## config.mk

```make
export PLATFORM = sky130hd
export DESIGN_NAME = bfss_top
export DESIGN_NICKNAME = d
export VERILOG_FILES = /design/src/common/bfss_pkg.sv /design/src/common/bfss_sync_if.sv /design/src/logic/bfss_sync.sv /design/src/logic/bfss_top.sv
export SDC_FILE = /design/constraint.sdc
export NUM_CORES = 1
export LEC_CHECK = 0
export BUFFER_PORTS_ARGS = -buffer_cell sky130_fd_sc_hd__buf_4
export CORE_MARGIN = 5
export CORE_UTILIZATION = 54
export CTS_BUF_LIST = sky130_fd_sc_hd__clkbuf_8
export CTS_CLUSTER_SIZE = 14
export DETAILED_ROUTE_END_ITERATION = 8
export PLACE_DENSITY = 0.82
export SLEW_MARGIN = 25
export SYNTH_ARGS = -nofsm -noshare
export SYNTH_HDL_FRONTEND = slang
export SYNTH_SLANG_ARGS = --single-unit
```

## constraint.sdc

```tcl
create_clock -name clk -period 3.7 [get_ports clk]
set_input_delay 0.555 -clock clk [delete_from_list [all_inputs] [get_ports clk]]
set_output_delay 0.555 -clock clk [all_outputs]
set_load 0.005 [all_outputs]
```

## src/common/bfss_pkg.sv

```systemverilog
// Constants and types for the buck fault and start-up supervisor
// Behaviour
// - Feedback under 0.45 V for 20 us trips
// - Undervoltage trip latches off until supply/enable recycle
// - Undervoltage trip armed only after soft-start
// - Build option removes undervoltage trip entirely
// - Feedback 21 % high: high off, low on
// - Leave discharge once feedback back at reference
// - Voltage protections inactive during soft-start
// - Current limit active during soft-start too
// - Valley over limit: skip high pulse, low on
// - Over 160 C: thermal trip, both off
// - Below 130 C: restart with full soft-start
// - Supply above lockout starts 1 ms ramp
// - Feedback above ramp during soft-start blocks all switching
// - Output-ok pulled low outside good window
package bfss_pkg;
    localparam int CLK_MHZ = 40;
    localparam int UV_QUAL_NS = 20000;
    localparam int UV_CNT_W = 10;
    // Least time, so round up
    localparam int UV_QUAL_INT = (UV_QUAL_NS * CLK_MHZ + 999) / 1000;
    localparam logic [UV_CNT_W-1:0] UV_QUAL_CYC = UV_CNT_W'(UV_QUAL_INT);
    localparam int SS_TIME_US = 1000;
    localparam int SS_CYC = SS_TIME_US * CLK_MHZ;
    localparam int RAMP_W = 8;
    localparam int RAMP_STEPS = 256;
    localparam logic [RAMP_W-1:0] RAMP_MAX = 8'hff;
    localparam int STEP_W = 16;

    // Avalon byte addresses
    localparam int ADDR_W = 4;
    localparam logic [ADDR_W-1:0] REG_STATUS = 4'h0;
    localparam logic [ADDR_W-1:0] REG_MASK = 4'h4;
    localparam logic [ADDR_W-1:0] REG_CTRL = 4'h8;
    localparam logic [ADDR_W-1:0] REG_STATE = 4'hc;

    // Event bits, shared by status and mask
    localparam int EV_UV = 0;
    localparam int EV_OV = 1;
    localparam int EV_OT = 2;
    localparam int EV_OC = 3;
    localparam int EV_PG = 4;
    localparam int EV_SS = 5;
    localparam int EV_W = 6;
    localparam logic [EV_W-1:0] MASK_RST = 6'h00;
    localparam int CTRL_OFF = 0;
    localparam logic CTRL_OFF_RST = 1'b0;

    // State readout fields
    localparam int ST_RAMP_LSB = 8;
    localparam int ST_HS = 16;
    localparam int ST_LS = 17;
    localparam int ST_PGPIN = 18;
    localparam int ST_RUNOK = 19;

    // Synchronised input vector positions
    localparam int IN_SUPPLY = 0;
    localparam int IN_EN = 1;
    localparam int IN_UV = 2;
    localparam int IN_OV = 3;
    localparam int IN_REF = 4;
    localparam int IN_RAMP = 5;
    localparam int IN_OC = 6;
    localparam int IN_HOT = 7;
    localparam int IN_COOL = 8;
    localparam int IN_WIN = 9;
    localparam int IN_PGPIN = 10;
    localparam int IN_W = 11;

    typedef enum logic [5:0] {
        ST_IDLE = 6'h01,
        ST_SOFT = 6'h02,
        ST_RUN = 6'h04,
        ST_OVD = 6'h08,
        ST_UVL = 6'h10,
        ST_THERM = 6'h20
    } bfss_state_t;
endpackage : bfss_pkg

```

## src/common/bfss_sync_if.sv

```systemverilog
// Raw and qualified input bundle between supervisor and synchroniser
`timescale 1ns/1ps
`default_nettype none
interface bfss_sync_if #(parameter int W = 1);
    logic [W-1:0] raw;
    logic [W-1:0] clean;
    modport sync (input raw, output clean);
    modport user (output raw, input clean);
endinterface : bfss_sync_if
`default_nettype wire

```

## src/logic/bfss_sync.sv

```systemverilog
// Three-stage synchroniser with agreement qualification
`timescale 1ns/1ps
`default_nettype none
module bfss_sync #(
    parameter int W = 1
) (
    input wire logic clk, // System clock
    input wire logic rst_b, // Synchronous reset
    bfss_sync_if.sync port // Raw in, qualified out
);
    logic [W-1:0] s1_q;
    logic [W-1:0] s2_q;
    logic [W-1:0] s3_q;
    logic [W-1:0] clean_q;
    logic [W-1:0] clean_d;

    assign clean_d = ((s2_q ^ s3_q) & clean_q) | (~(s2_q ^ s3_q) & s3_q);

    always_ff @(posedge clk) begin
        if (!rst_b) begin
            s1_q <= '0;
            s2_q <= '0;
            s3_q <= '0;
            clean_q <= '0;
        end else begin
            s1_q <= port.raw;
            s2_q <= s1_q;
            s3_q <= s2_q;
            clean_q <= clean_d;
        end
    end

    assign port.clean = clean_q;
endmodule : bfss_sync
`default_nettype wire

```

## src/logic/bfss_top.sv

```systemverilog
// Buck converter start-up and fault supervisor with Avalon registers
//
// Chosen here: the Avalon-MM interface to the registers and the register offsets.
`timescale 1ns/1ps
`default_nettype none
module bfss_top #(
    parameter int SS_CYC = bfss_pkg::SS_CYC,
    parameter bit UV_TRIP_EN = 1'b1
) (
    input wire logic clk, // 40 MHz system clock
    input wire logic rst_b, // Synchronous reset
    input wire logic [bfss_pkg::ADDR_W-1:0] avs_address, // Byte address
    input wire logic avs_read, // Read request
    input wire logic avs_write, // Write request
    input wire logic [31:0] avs_writedata, // Write data
    output logic [31:0] avs_readdata, // Read data
    output logic avs_waitrequest, // Stall
    output logic irq, // Level interrupt
    input wire logic logic_supply_ok, // Supply above lockout
    input wire logic enable_pin, // Enable pin
    input wire logic fb_below_uv, // Feedback under 0.45 V
    input wire logic fb_above_ov, // Feedback over 121 %
    input wire logic fb_at_ref, // Feedback at or under 0.6 V
    input wire logic fb_above_ramp, // Feedback over ramp
    input wire logic valley_over_limit, // Valley over 7.5 A
    input wire logic temp_hot, // Junction over 160 C
    input wire logic temp_cool, // Junction under 130 C
    input wire logic fb_in_window, // Feedback in good window
    input wire logic hs_request, // On-time request, same clock
    output logic high_side_switch, // High-side enable
    output logic low_side_switch, // Low-side enable
    output logic [bfss_pkg::RAMP_W-1:0] soft_start_ref, // Ramp code
    input wire logic output_ok_i, // Output-ok pin level
    output logic output_ok_o, // Output-ok drive value
    output logic output_ok_oe_b // Output-ok drive, low drives
);
    localparam int STEP_RAW = SS_CYC / bfss_pkg::RAMP_STEPS;
    localparam int STEP_INT = (STEP_RAW < 1) ? 1 : STEP_RAW;
    localparam logic [bfss_pkg::STEP_W-1:0] STEP_LAST =
        bfss_pkg::STEP_W'(STEP_INT - 1);

    bfss_sync_if #(.W(bfss_pkg::IN_W)) sin ();

    bfss_sync #(.W(bfss_pkg::IN_W)) u_sync (
        .clk(clk),
        .rst_b(rst_b),
        .port(sin.sync)
    );

    assign sin.raw[bfss_pkg::IN_SUPPLY] = logic_supply_ok;
    assign sin.raw[bfss_pkg::IN_EN] = enable_pin;
    assign sin.raw[bfss_pkg::IN_UV] = fb_below_uv;
    assign sin.raw[bfss_pkg::IN_OV] = fb_above_ov;
    assign sin.raw[bfss_pkg::IN_REF] = fb_at_ref;
    assign sin.raw[bfss_pkg::IN_RAMP] = fb_above_ramp;
    assign sin.raw[bfss_pkg::IN_OC] = valley_over_limit;
    assign sin.raw[bfss_pkg::IN_HOT] = temp_hot;
    assign sin.raw[bfss_pkg::IN_COOL] = temp_cool;
    assign sin.raw[bfss_pkg::IN_WIN] = fb_in_window;
    assign sin.raw[bfss_pkg::IN_PGPIN] = output_ok_i;

    wire supply_ok = sin.clean[bfss_pkg::IN_SUPPLY];
    wire enable_ok = sin.clean[bfss_pkg::IN_EN];
    wire fb_low = sin.clean[bfss_pkg::IN_UV];
    wire fb_high = sin.clean[bfss_pkg::IN_OV];
    wire fb_ref = sin.clean[bfss_pkg::IN_REF];
    wire fb_over_ramp = sin.clean[bfss_pkg::IN_RAMP];
    wire oc_now = sin.clean[bfss_pkg::IN_OC];
    wire hot = sin.clean[bfss_pkg::IN_HOT];
    wire cool = sin.clean[bfss_pkg::IN_COOL];
    wire in_win = sin.clean[bfss_pkg::IN_WIN];
    wire pg_pin = sin.clean[bfss_pkg::IN_PGPIN];

    bfss_pkg::bfss_state_t state_q;
    bfss_pkg::bfss_state_t state_d;
    logic [bfss_pkg::UV_CNT_W-1:0] uv_cnt_q;
    logic [bfss_pkg::UV_CNT_W-1:0] uv_cnt_d;
    logic [bfss_pkg::STEP_W-1:0] step_q;
    logic [bfss_pkg::STEP_W-1:0] step_d;
    logic [bfss_pkg::RAMP_W-1:0] ramp_q;
    logic [bfss_pkg::RAMP_W-1:0] ramp_d;
    logic hs_q;
    logic hs_d;
    logic ls_q;
    logic ls_d;
    logic pg_oe_b_q;
    logic oc_prev_q;
    logic win_prev_q;
    logic [bfss_pkg::EV_W-1:0] status_q;
    logic [bfss_pkg::EV_W-1:0] status_d;
    logic [bfss_pkg::EV_W-1:0] mask_q;
    logic ctrl_off_q;
    logic ack_q;
    logic [31:0] rdata_q;
    logic [31:0] rdata_d;

    // Software shutdown behaves like the enable pin going low
    wire run_ok = supply_ok & enable_ok & ~ctrl_off_q;
    wire ramp_done = (ramp_q == bfss_pkg::RAMP_MAX);
    wire in_soft = (state_q == bfss_pkg::ST_SOFT);
    wire in_run = (state_q == bfss_pkg::ST_RUN);
    wire uv_armed = UV_TRIP_EN & in_run;
    wire uv_fire = uv_armed & (uv_cnt_q == bfss_pkg::UV_QUAL_CYC);
    wire step_tick = (step_q == STEP_LAST);

    // Sequencer
    always_comb begin
        state_d = state_q;
        if (!run_ok) begin
            state_d = bfss_pkg::ST_IDLE;
        end else begin
            case (state_q)
                bfss_pkg::ST_IDLE: begin
                    if (hot) begin
                        state_d = bfss_pkg::ST_THERM;
                    end else begin
                        state_d = bfss_pkg::ST_SOFT;
                    end
                end
                bfss_pkg::ST_SOFT: begin
                    if (hot) begin
                        state_d = bfss_pkg::ST_THERM;
                    end else if (ramp_done) begin
                        state_d = bfss_pkg::ST_RUN;
                    end
                end
                bfss_pkg::ST_RUN: begin
                    if (hot) begin
                        state_d = bfss_pkg::ST_THERM;
                    end else if (uv_fire) begin
                        state_d = bfss_pkg::ST_UVL;
                    end else if (fb_high) begin
                        state_d = bfss_pkg::ST_OVD;
                    end
                end
                bfss_pkg::ST_OVD: begin
                    if (hot) begin
                        state_d = bfss_pkg::ST_THERM;
                    end else if (fb_ref) begin
                        state_d = bfss_pkg::ST_RUN;
                    end
                end
                bfss_pkg::ST_UVL: begin
                    state_d = bfss_pkg::ST_UVL;
                end
                bfss_pkg::ST_THERM: begin
                    if (cool && !hot) begin
                        state_d = bfss_pkg::ST_SOFT;
                    end
                end
                default: begin
                    state_d = bfss_pkg::ST_IDLE;
                end
            endcase
        end
    end

    // Qualification restarts as soon as the feedback recovers
    always_comb begin
        uv_cnt_d = '0;
        if (uv_armed && fb_low) begin
            if (uv_cnt_q == bfss_pkg::UV_QUAL_CYC) begin
                uv_cnt_d = uv_cnt_q;
            end else begin
                uv_cnt_d = uv_cnt_q + 1'b1;
            end
        end
    end

    // Ramp restarts from zero on every entry into soft-start
    always_comb begin
        step_d = '0;
        ramp_d = ramp_q;
        if (in_soft) begin
            if (step_tick) begin
                if (!ramp_done) begin
                    ramp_d = ramp_q + 1'b1;
                end
            end else begin
                step_d = step_q + 1'b1;
            end
        end else if (!in_run && state_q != bfss_pkg::ST_OVD) begin
            ramp_d = '0;
        end
        if (!run_ok) begin
            ramp_d = '0;
        end
    end

    // Switch steering, based on the state being entered
    always_comb begin
        hs_d = 1'b0;
        ls_d = 1'b0;
        case (state_d)
            bfss_pkg::ST_SOFT, bfss_pkg::ST_RUN: begin
                if (in_soft && fb_over_ramp) begin
                    hs_d = 1'b0;
                    ls_d = 1'b0;
                end else if (oc_now) begin
                    hs_d = 1'b0;
                    ls_d = 1'b1;
                end else begin
                    hs_d = hs_request;
                    ls_d = ~hs_request;
                end
            end
            bfss_pkg::ST_OVD: begin
                hs_d = 1'b0;
                ls_d = 1'b1;
            end
            default: begin
                hs_d = 1'b0;
                ls_d = 1'b0;
            end
        endcase
    end

    // Events
    wire ev_uv = in_run & (state_d == bfss_pkg::ST_UVL);
    wire ev_ov = in_run & (state_d == bfss_pkg::ST_OVD);
    wire ev_ot = (state_q != bfss_pkg::ST_THERM)
                 & (state_d == bfss_pkg::ST_THERM);
    wire ev_oc = (in_soft | in_run) & oc_now & ~oc_prev_q;
    wire ev_pg = win_prev_q & ~in_win;
    wire ev_ss = in_soft & (state_d == bfss_pkg::ST_RUN);
    wire [bfss_pkg::EV_W-1:0] events = {ev_ss, ev_pg, ev_oc, ev_ot, ev_ov,
                                        ev_uv};

    // Bus decode
    wire bus_req = avs_read | avs_write;
    wire bus_first = bus_req & ~ack_q;
    wire bus_take = bus_req & ack_q;
    wire sel_status = (avs_address == bfss_pkg::REG_STATUS);
    wire sel_mask = (avs_address == bfss_pkg::REG_MASK);
    wire sel_ctrl = (avs_address == bfss_pkg::REG_CTRL);
    wire sel_state = (avs_address == bfss_pkg::REG_STATE);
    wire wr_mask = bus_take & avs_write & sel_mask;
    wire wr_ctrl = bus_take & avs_write & sel_ctrl;
    wire rd_status = bus_take & avs_read & sel_status;

    wire [31:0] state_word = {
        12'h000,
        run_ok,
        pg_pin,
        ls_q,
        hs_q,
        ramp_q,
        2'h0,
        state_q
    };

    always_comb begin
        rdata_d = rdata_q;
        if (bus_first && avs_read) begin
            if (sel_status) begin
                rdata_d = {26'h0000000, status_q};
            end else if (sel_mask) begin
                rdata_d = {26'h0000000, mask_q};
            end else if (sel_ctrl) begin
                rdata_d = {31'h00000000, ctrl_off_q};
            end else if (sel_state) begin
                rdata_d = state_word;
            end else begin
                rdata_d = 32'h00000000;
            end
        end
    end

    // Only bits reported by this read clear; new events win
    always_comb begin
        status_d = status_q;
        if (rd_status) begin
            status_d = status_q & ~rdata_q[bfss_pkg::EV_W-1:0];
        end
        status_d = status_d | events;
    end

    always_ff @(posedge clk) begin
        if (!rst_b) begin
            state_q <= bfss_pkg::ST_IDLE;
            uv_cnt_q <= '0;
            step_q <= '0;
            ramp_q <= '0;
        end else begin
            state_q <= state_d;
            uv_cnt_q <= uv_cnt_d;
            step_q <= step_d;
            ramp_q <= ramp_d;
        end
    end

    always_ff @(posedge clk) begin
        if (!rst_b) begin
            hs_q <= 1'b0;
            ls_q <= 1'b0;
            pg_oe_b_q <= 1'b0;
            oc_prev_q <= 1'b0;
            win_prev_q <= 1'b0;
        end else begin
            hs_q <= hs_d;
            ls_q <= ls_d;
            pg_oe_b_q <= in_win;
            oc_prev_q <= oc_now;
            win_prev_q <= in_win;
        end
    end

    always_ff @(posedge clk) begin
        if (!rst_b) begin
            status_q <= '0;
            mask_q <= bfss_pkg::MASK_RST;
            ctrl_off_q <= bfss_pkg::CTRL_OFF_RST;
            ack_q <= 1'b0;
            rdata_q <= '0;
        end else begin
            status_q <= status_d;
            if (wr_mask) begin
                mask_q <= avs_writedata[bfss_pkg::EV_W-1:0];
            end
            if (wr_ctrl) begin
                ctrl_off_q <= avs_writedata[bfss_pkg::CTRL_OFF];
            end
            ack_q <= bus_first;
            rdata_q <= rdata_d;
        end
    end

    // One wait state keeps the read mux out of the bus path
    assign avs_waitrequest = bus_req & ~ack_q;
    assign avs_readdata = rdata_q;
    assign irq = |(status_q & mask_q);
    assign high_side_switch = hs_q;
    assign low_side_switch = ls_q;
    assign soft_start_ref = ramp_q;
    // Open drain: only ever pulls low, the board supplies the high
    assign output_ok_o = 1'b0;
    assign output_ok_oe_b = pg_oe_b_q;
endmodule : bfss_top
`default_nettype wire
```

After elaboration in Yosys (flattened, before gate mapping)
Index checks and enable logic that the tools add are counted.
- memories kept: 0
- bits in latches: 0
- bits in registers: 134
- memory bits (read-only): 0
- output and inout port bits: 46
- bits in writable memories: 0
- input bits: 52
- logic and storage cells: 116
- $add $sub $neg: 3
- reductions and logical operators: 16
- mux-type cells: 23
- bitwise operators: 36
- div/mod/pow operators: 0
- shift-type cells: 0
- $lt $le $gt $ge: 0
- equality and inequality tests: 21
- $mul: 0
- operators by type and width (kind ; number):
    $mux 20 ; 4
    $mux 6 ; 11
    $pmux 6 s6 ; 1
    $mux 8 ; 4
    $and 11x11->11 ; 2
    $and 1x1->1 ; 17
    $add 16x1->16 const B ; 1
    $eq 16x8->1 const B ; 1
    $and 6x6->6 ; 2
    $eq 6x2->1 const B ; 2
    $eq 6x3->1 const B ; 2
    $eq 6x4->1 const B ; 2
    $eq 6x5->1 const B ; 2
    $eq 6x6->1 const B ; 2
    $not 11->11 ; 1
    $or 11x11->11 ; 1
    $xor 11x11->11 ; 1
    $add 10x1->10 const B ; 1
    $eq 10x10->1 const B ; 1
    $add 8x1->8 const B ; 1
    $eq 4x4->1 const B ; 2
    $eq 8x8->1 const B ; 1
    $not 1->1 ; 8
    $eq 6x1->1 const B ; 1
    20 further kinds ; 28

Longest topological paths before layout
- depth after elaboration: 10
- gate-level depth with buffers: 8
- mapped depth without buffers: 7

Modules after synthesis
From an unflattened synthesis, not the netlist that was laid out.
- cells, all modules: 523
- area total of the unflattened synthesis: 4976.0 um^2
- modules (own cells, without submodules) (module ; instances ; seq. area each (um^2) ; cells an instance ; area each (um^2)):
    bfss_top ; 1 ; 1521.5 ; 409 ; 3661.0
    bfss_sync ; 1 ; 880.8 ; 114 ; 1315.0

Worst setup path after synthesis
OpenSTA, ideal clock, no wires.
- path kind: input port to flip-flop
- from: input avs_address[3] in the netlist's numbering
- to: register status_q[1] in the netlist's numbering
- setup time: 0.115 ns
- buffers on the path: 2
- stages on the path: 8
- data arrival time: 2.015 ns
- path slack: 1.570 ns
- data required time: 3.585 ns
- cells stage by stage: clkbuf_1 -> nor4_1 -> and3_1 -> clkbuf_1 -> nand2_1 -> nand2_1 -> o21ai_0 -> and2_1
- cells in the longest elaborated chain, start to end: 4
- ends and longest elaborated chain (item ; RTL line ; source):
    start: declaration ; bfss_top.sv:12 ; input wire logic [bfss_pkg::ADDR_W-1:0] avs_address,
    $logic_not 4->1 ; bfss_top.sv:233 ; wire sel_status = (avs_address == bfss_pkg::REG_STATUS);
    $and 1x1->1 ; bfss_top.sv:239 ; wire rd_status = bus_take & avs_read & sel_status;
    $mux 6 ; bfss_top.sv:272 ; if (rd_status) begin
    $or 6x6->6 ; bfss_top.sv:275 ; status_d = status_d | events;
    end signal: assignment ; bfss_top.sv:316 ; status_q <= status_d;
    end: declaration ; bfss_top.sv:89 ; logic [bfss_pkg::EV_W-1:0] status_q;
No other way between the ends.
A chain may end at the register's enable or synchronous reset.

Final worst setup path
- from: register state_q[2]
- to: register hs_q (netlist: high_side_switch)
- cells in the longest elaborated chain, start to end: 10
- ends and longest elaborated chain (item ; RTL line ; source):
    start: declaration ; bfss_top.sv:74 ; bfss_pkg::bfss_state_t state_q;
    start signal: assignment ; bfss_top.sv:280 ; state_q <= bfss_pkg::ST_IDLE;
    start signal: assignment ; bfss_top.sv:285 ; state_q <= state_d;
    $eq 6x3->1 ; bfss_top.sv:101, bfss_top.sv:112 ;
    $and 1x1->1 ; bfss_top.sv:103 ; wire uv_fire = uv_armed & (uv_cnt_q == bfss_pkg::UV_QUAL_CYC);
    $mux 6 ; bfss_top.sv:130 ; end else if (uv_fire) begin
    $mux 6 ; bfss_top.sv:128 ; if (hot) begin
    $pmux 6 s6 ; bfss_top.sv:112 ; case (state_q)
    $mux 6 ; bfss_top.sv:109 ; if (!run_ok) begin
    $eq 6x3->1 or $eq 6x2->1 (tied branches) ; bfss_top.sv:194 ; case (state_d)
    $reduce_or 2->1 ; bfss_top.sv:194 ;
    $not 1->1 (no line) ; - ;
    $reduce_or 4->1 (no line) * ; - ;
    end signal: assignment ; bfss_top.sv:300 ; hs_q <= hs_d;
    end: declaration ; bfss_top.sv:82 ; logic hs_q;
Mark *: on every way between the ends. The rest lies on a longest branch, timed or not.

==> impl_metrics.env <==
export IMPL_status="finished, final reports clean"
export IMPL_cts_made_buffers=17
export IMPL_drive_gt1_share_pct=18.4
export IMPL_grt_use_total_pct=17.9
export IMPL_end_kind="register"
export IMPL_crit_type="register to register"
export IMPL_hold_depth=2
export IMPL_finalCritPeriodShare_pct=60.6
export IMPL_layout_common_cells="dfxtp_1 (120), buf_4 (57), nor2_1 (53)"
export IMPL_synth_cells=532
export IMPL_instances_no_fill=705
export IMPL_seq_area_frac_synth_pct=47.7
export IMPL_path_max_fanout=13
export IMPL_regArea_um2=2400
export IMPL_synth_xor_area_share_pct=5.39
export IMPL_power_density_nw_per_um2=444
export IMPL_finalSetupViolations=0
export IMPL_hp_class="primary input to register"
export IMPL_critPathRequiredTime_ns=4.00
export IMPL_num_fill_cells=732
export IMPL_gp_congestion=0.876
export IMPL_die_y_um=107
export IMPL_start_kind="register"
export IMPL_timing_hold_ws_ns=0.323
export IMPL_worstSkewPairLatency_ns=0.43
export IMPL_maxCapViolations=0
export IMPL_detail_route_drc_violations=0
export IMPL_ioPinCount=98
export IMPL_synth_cell_area_um2=5040
export IMPL_ant_nets=0
export IMPL_reg2reg_from="state_q[2]"
export IMPL_grt_setup_unrepaired="no"
export IMPL_synth_compound_area_share_pct=11.0
export IMPL_fmax_mhz=446
export IMPL_max_slew_worst_pin_slew_ns=0.872
export IMPL_port_buffers=56
export IMPL_synth_edf_count=0
export IMPL_grt_pass1_wl_um=16700
export IMPL_dpl_hpwl_um=6890
export IMPL_vias=3824
export IMPL_power_mw=2.58
export IMPL_totalWireLength_um=10000
export IMPL_n_antenna_cell=0
export IMPL_std_cell_rows=35
export IMPL_drv_slew=0
export IMPL_area_growth_pct=15.3
export IMPL_drtPass1Iterations=4
export IMPL_yosys_area_share_simple_pct=26.2
export IMPL_clk_pin_slew_worst_paths_ns=0.08
export IMPL_final_area_um2=5810
export IMPL_place_area_um2=5410
export IMPL_setup_ws_ns=1.46
export IMPL_worstPathArrival_ns=2.54
export IMPL_cts_buffer_depth=2
export IMPL_synth_area_per_cell_um2=9.47
export IMPL_synthFlopType="dfxtp_1"
export IMPL_holdCritStartpoint="fb_below_uv"
export IMPL_cts_resized=0
export IMPL_synthMuxAreaShare_pct=3.38
export IMPL_async_flop_share_pct=0
export IMPL_core_area_um2=9150
export IMPL_tns_ns=0
export IMPL_clock_sinks=120
export IMPL_multiInputGateArea_um2=2420
export IMPL_layout_commonest_cell="dfxtp_1"
export IMPL_cts_root_buf="clkbuf_8"
export IMPL_synth_top_family_by_area="simple AND/OR/NAND/NOR gates"
export IMPL_fp_dieW_um=107
export IMPL_worstRegToRegCells=5
export IMPL_skew_ns=0.0196
export IMPL_netlist_cell_type_count=59
export IMPL_routedWlPerCell_um=14.2
export IMPL_ys_warn_count=0
export IMPL_cts_setup_buffers=0
export IMPL_grt_max_degree=82
export IMPL_dieArea_um2=11400
export IMPL_pre_cts_ws_ns=1.51
export IMPL_drt_iter0_drc=165
export IMPL_synthAdderAreaFrac_pct=0.994
export IMPL_final_util_pct=63.5
export IMPL_leakage_nw=2.21
export IMPL_fin_nets=637
export IMPL_vias_per_cell=5.42
export IMPL_tritoncts="built"
export IMPL_holdBufCountCts=0
export IMPL_cp_startpoint="state_q[2]"
export IMPL_synth_seq_cells=120
export IMPL_ctsHtreeMaxLevel=4
export IMPL_finalHoldViolCount=0
export IMPL_grt_pass1_vias=3630
export IMPL_placed_cells=673
export IMPL_gr_total_overflow=0
export IMPL_fin_crit_ns=2.24
export IMPL_relSlewSlack_pct=41.9
export IMPL_antenna_found_initial=0
export IMPL_start_util_pct=55.0
export IMPL_ir_drop_mv=0.343
[final cells by class]
class | count | share of cell area, %
Multi-Input combinational cell | 379 | 41.6
Sequential cell | 120 | 41.4
Timing Repair Buffer | 57 | 7.37
Clock buffer | 18 | 4.27
Clock inverter | 14 | 2.61
Tap cell | 111 | 2.39
Inverter | 6 | 0.388
[synthesized netlist by cell type, drive strengths merged, types with 5 or more instances]
| master | count | area (um2) |
|---|---|---|
| clkbuf | 18 | 67.6 |
| mux2i | 8 | 80.1 |
| mux2 | 6 | 67.6 |
| a221oi | 5 | 43.8 |
| nor2b | 27 | 169 |
| nor3 | 10 | 55.1 |
| o21ai | 17 | 85.1 |
| nand3 | 20 | 100 |
| and4 | 5 | 43.8 |
| nand2 | 35 | 136 |
| and3 | 7 | 43.8 |
| a21boi | 13 | 97.6 |
| nor2 | 53 | 199 |
| xor2 | 20 | 175 |
| a22oi | 16 | 120 |
| nand4 | 7 | 50.1 |
| inv | 6 | 22.5 |
| dfxtp | 120 | 2400 |
| xnor2 | 11 | 96.3 |
| nor3b | 9 | 67.6 |
| a21oi | 11 | 55.1 |
| nor4b | 7 | 76.3 |
| and2 | 39 | 244 |
| buf | 23 | 179 |
[kinds of logic after synthesis]
family	after synthesis
fa+ha+maj	4
compound gates	78
flops	120
buf+inv	47
other cells	1
simple gates	236
xor+xnor	31
mux	15
[worst paths after layout]
kind / to / slack (ns)
setup reg to reg: high_side_switch / 1.46
hold / removal: u_sync.s1_q[2] / 0.32
setup / recovery: high_side_switch / 1.46
hold reg to reg: u_sync.s2_q[8] / 0.44
[layer usage]
layer | global-route usage (%) | vias to the layer above | wire (um) | share of wire, %
met5 | 0 | - | 0 | 0
met4 | 5.30 | 0 | 88 | 0.88
met3 | 5.12 | 9 | 442 | 4.4
met2 | 29.7 | 83 | 4900 | 49
met1 | 22.6 | 1829 | 4600 | 46
li1 | - | 1903 | - | -
[sequential cells by signal, indices dropped and copies added (netlist names), named ones only]
name	flops
oc_prev_q	1
soft_start_ref	8
avs_readdata	18
state_q	6
low_side_switch	1
mask_q	6
u_sync.s2_q	11
ctrl_off_q	1
u_sync.s3_q	11
uv_cnt_q	10
high_side_switch	1
status_q	6
ack_q	1
win_prev_q	1
u_sync.s1_q	11
step_q	16
[power breakdown]
part           total [mW]  internal, mW  switching (mW)  leakage, nW
Sequential           1.32          1.31         0.00995        0.973
Clock                1.17         0.580           0.590        0.206
Combinational      0.0862        0.0444          0.0417         1.03
Total                2.58          1.94           0.642         2.21
[critical path, cell delays in order (launching register included)]
cell and delay [ns]:
dfxtp_1 0.62, nor4b_1 0.45, nand2_2 0.16, nor4b_4 0.31, o41ai_2 0.16, a2111oi_2 0.41
Power figures use the tool's default switching activity.
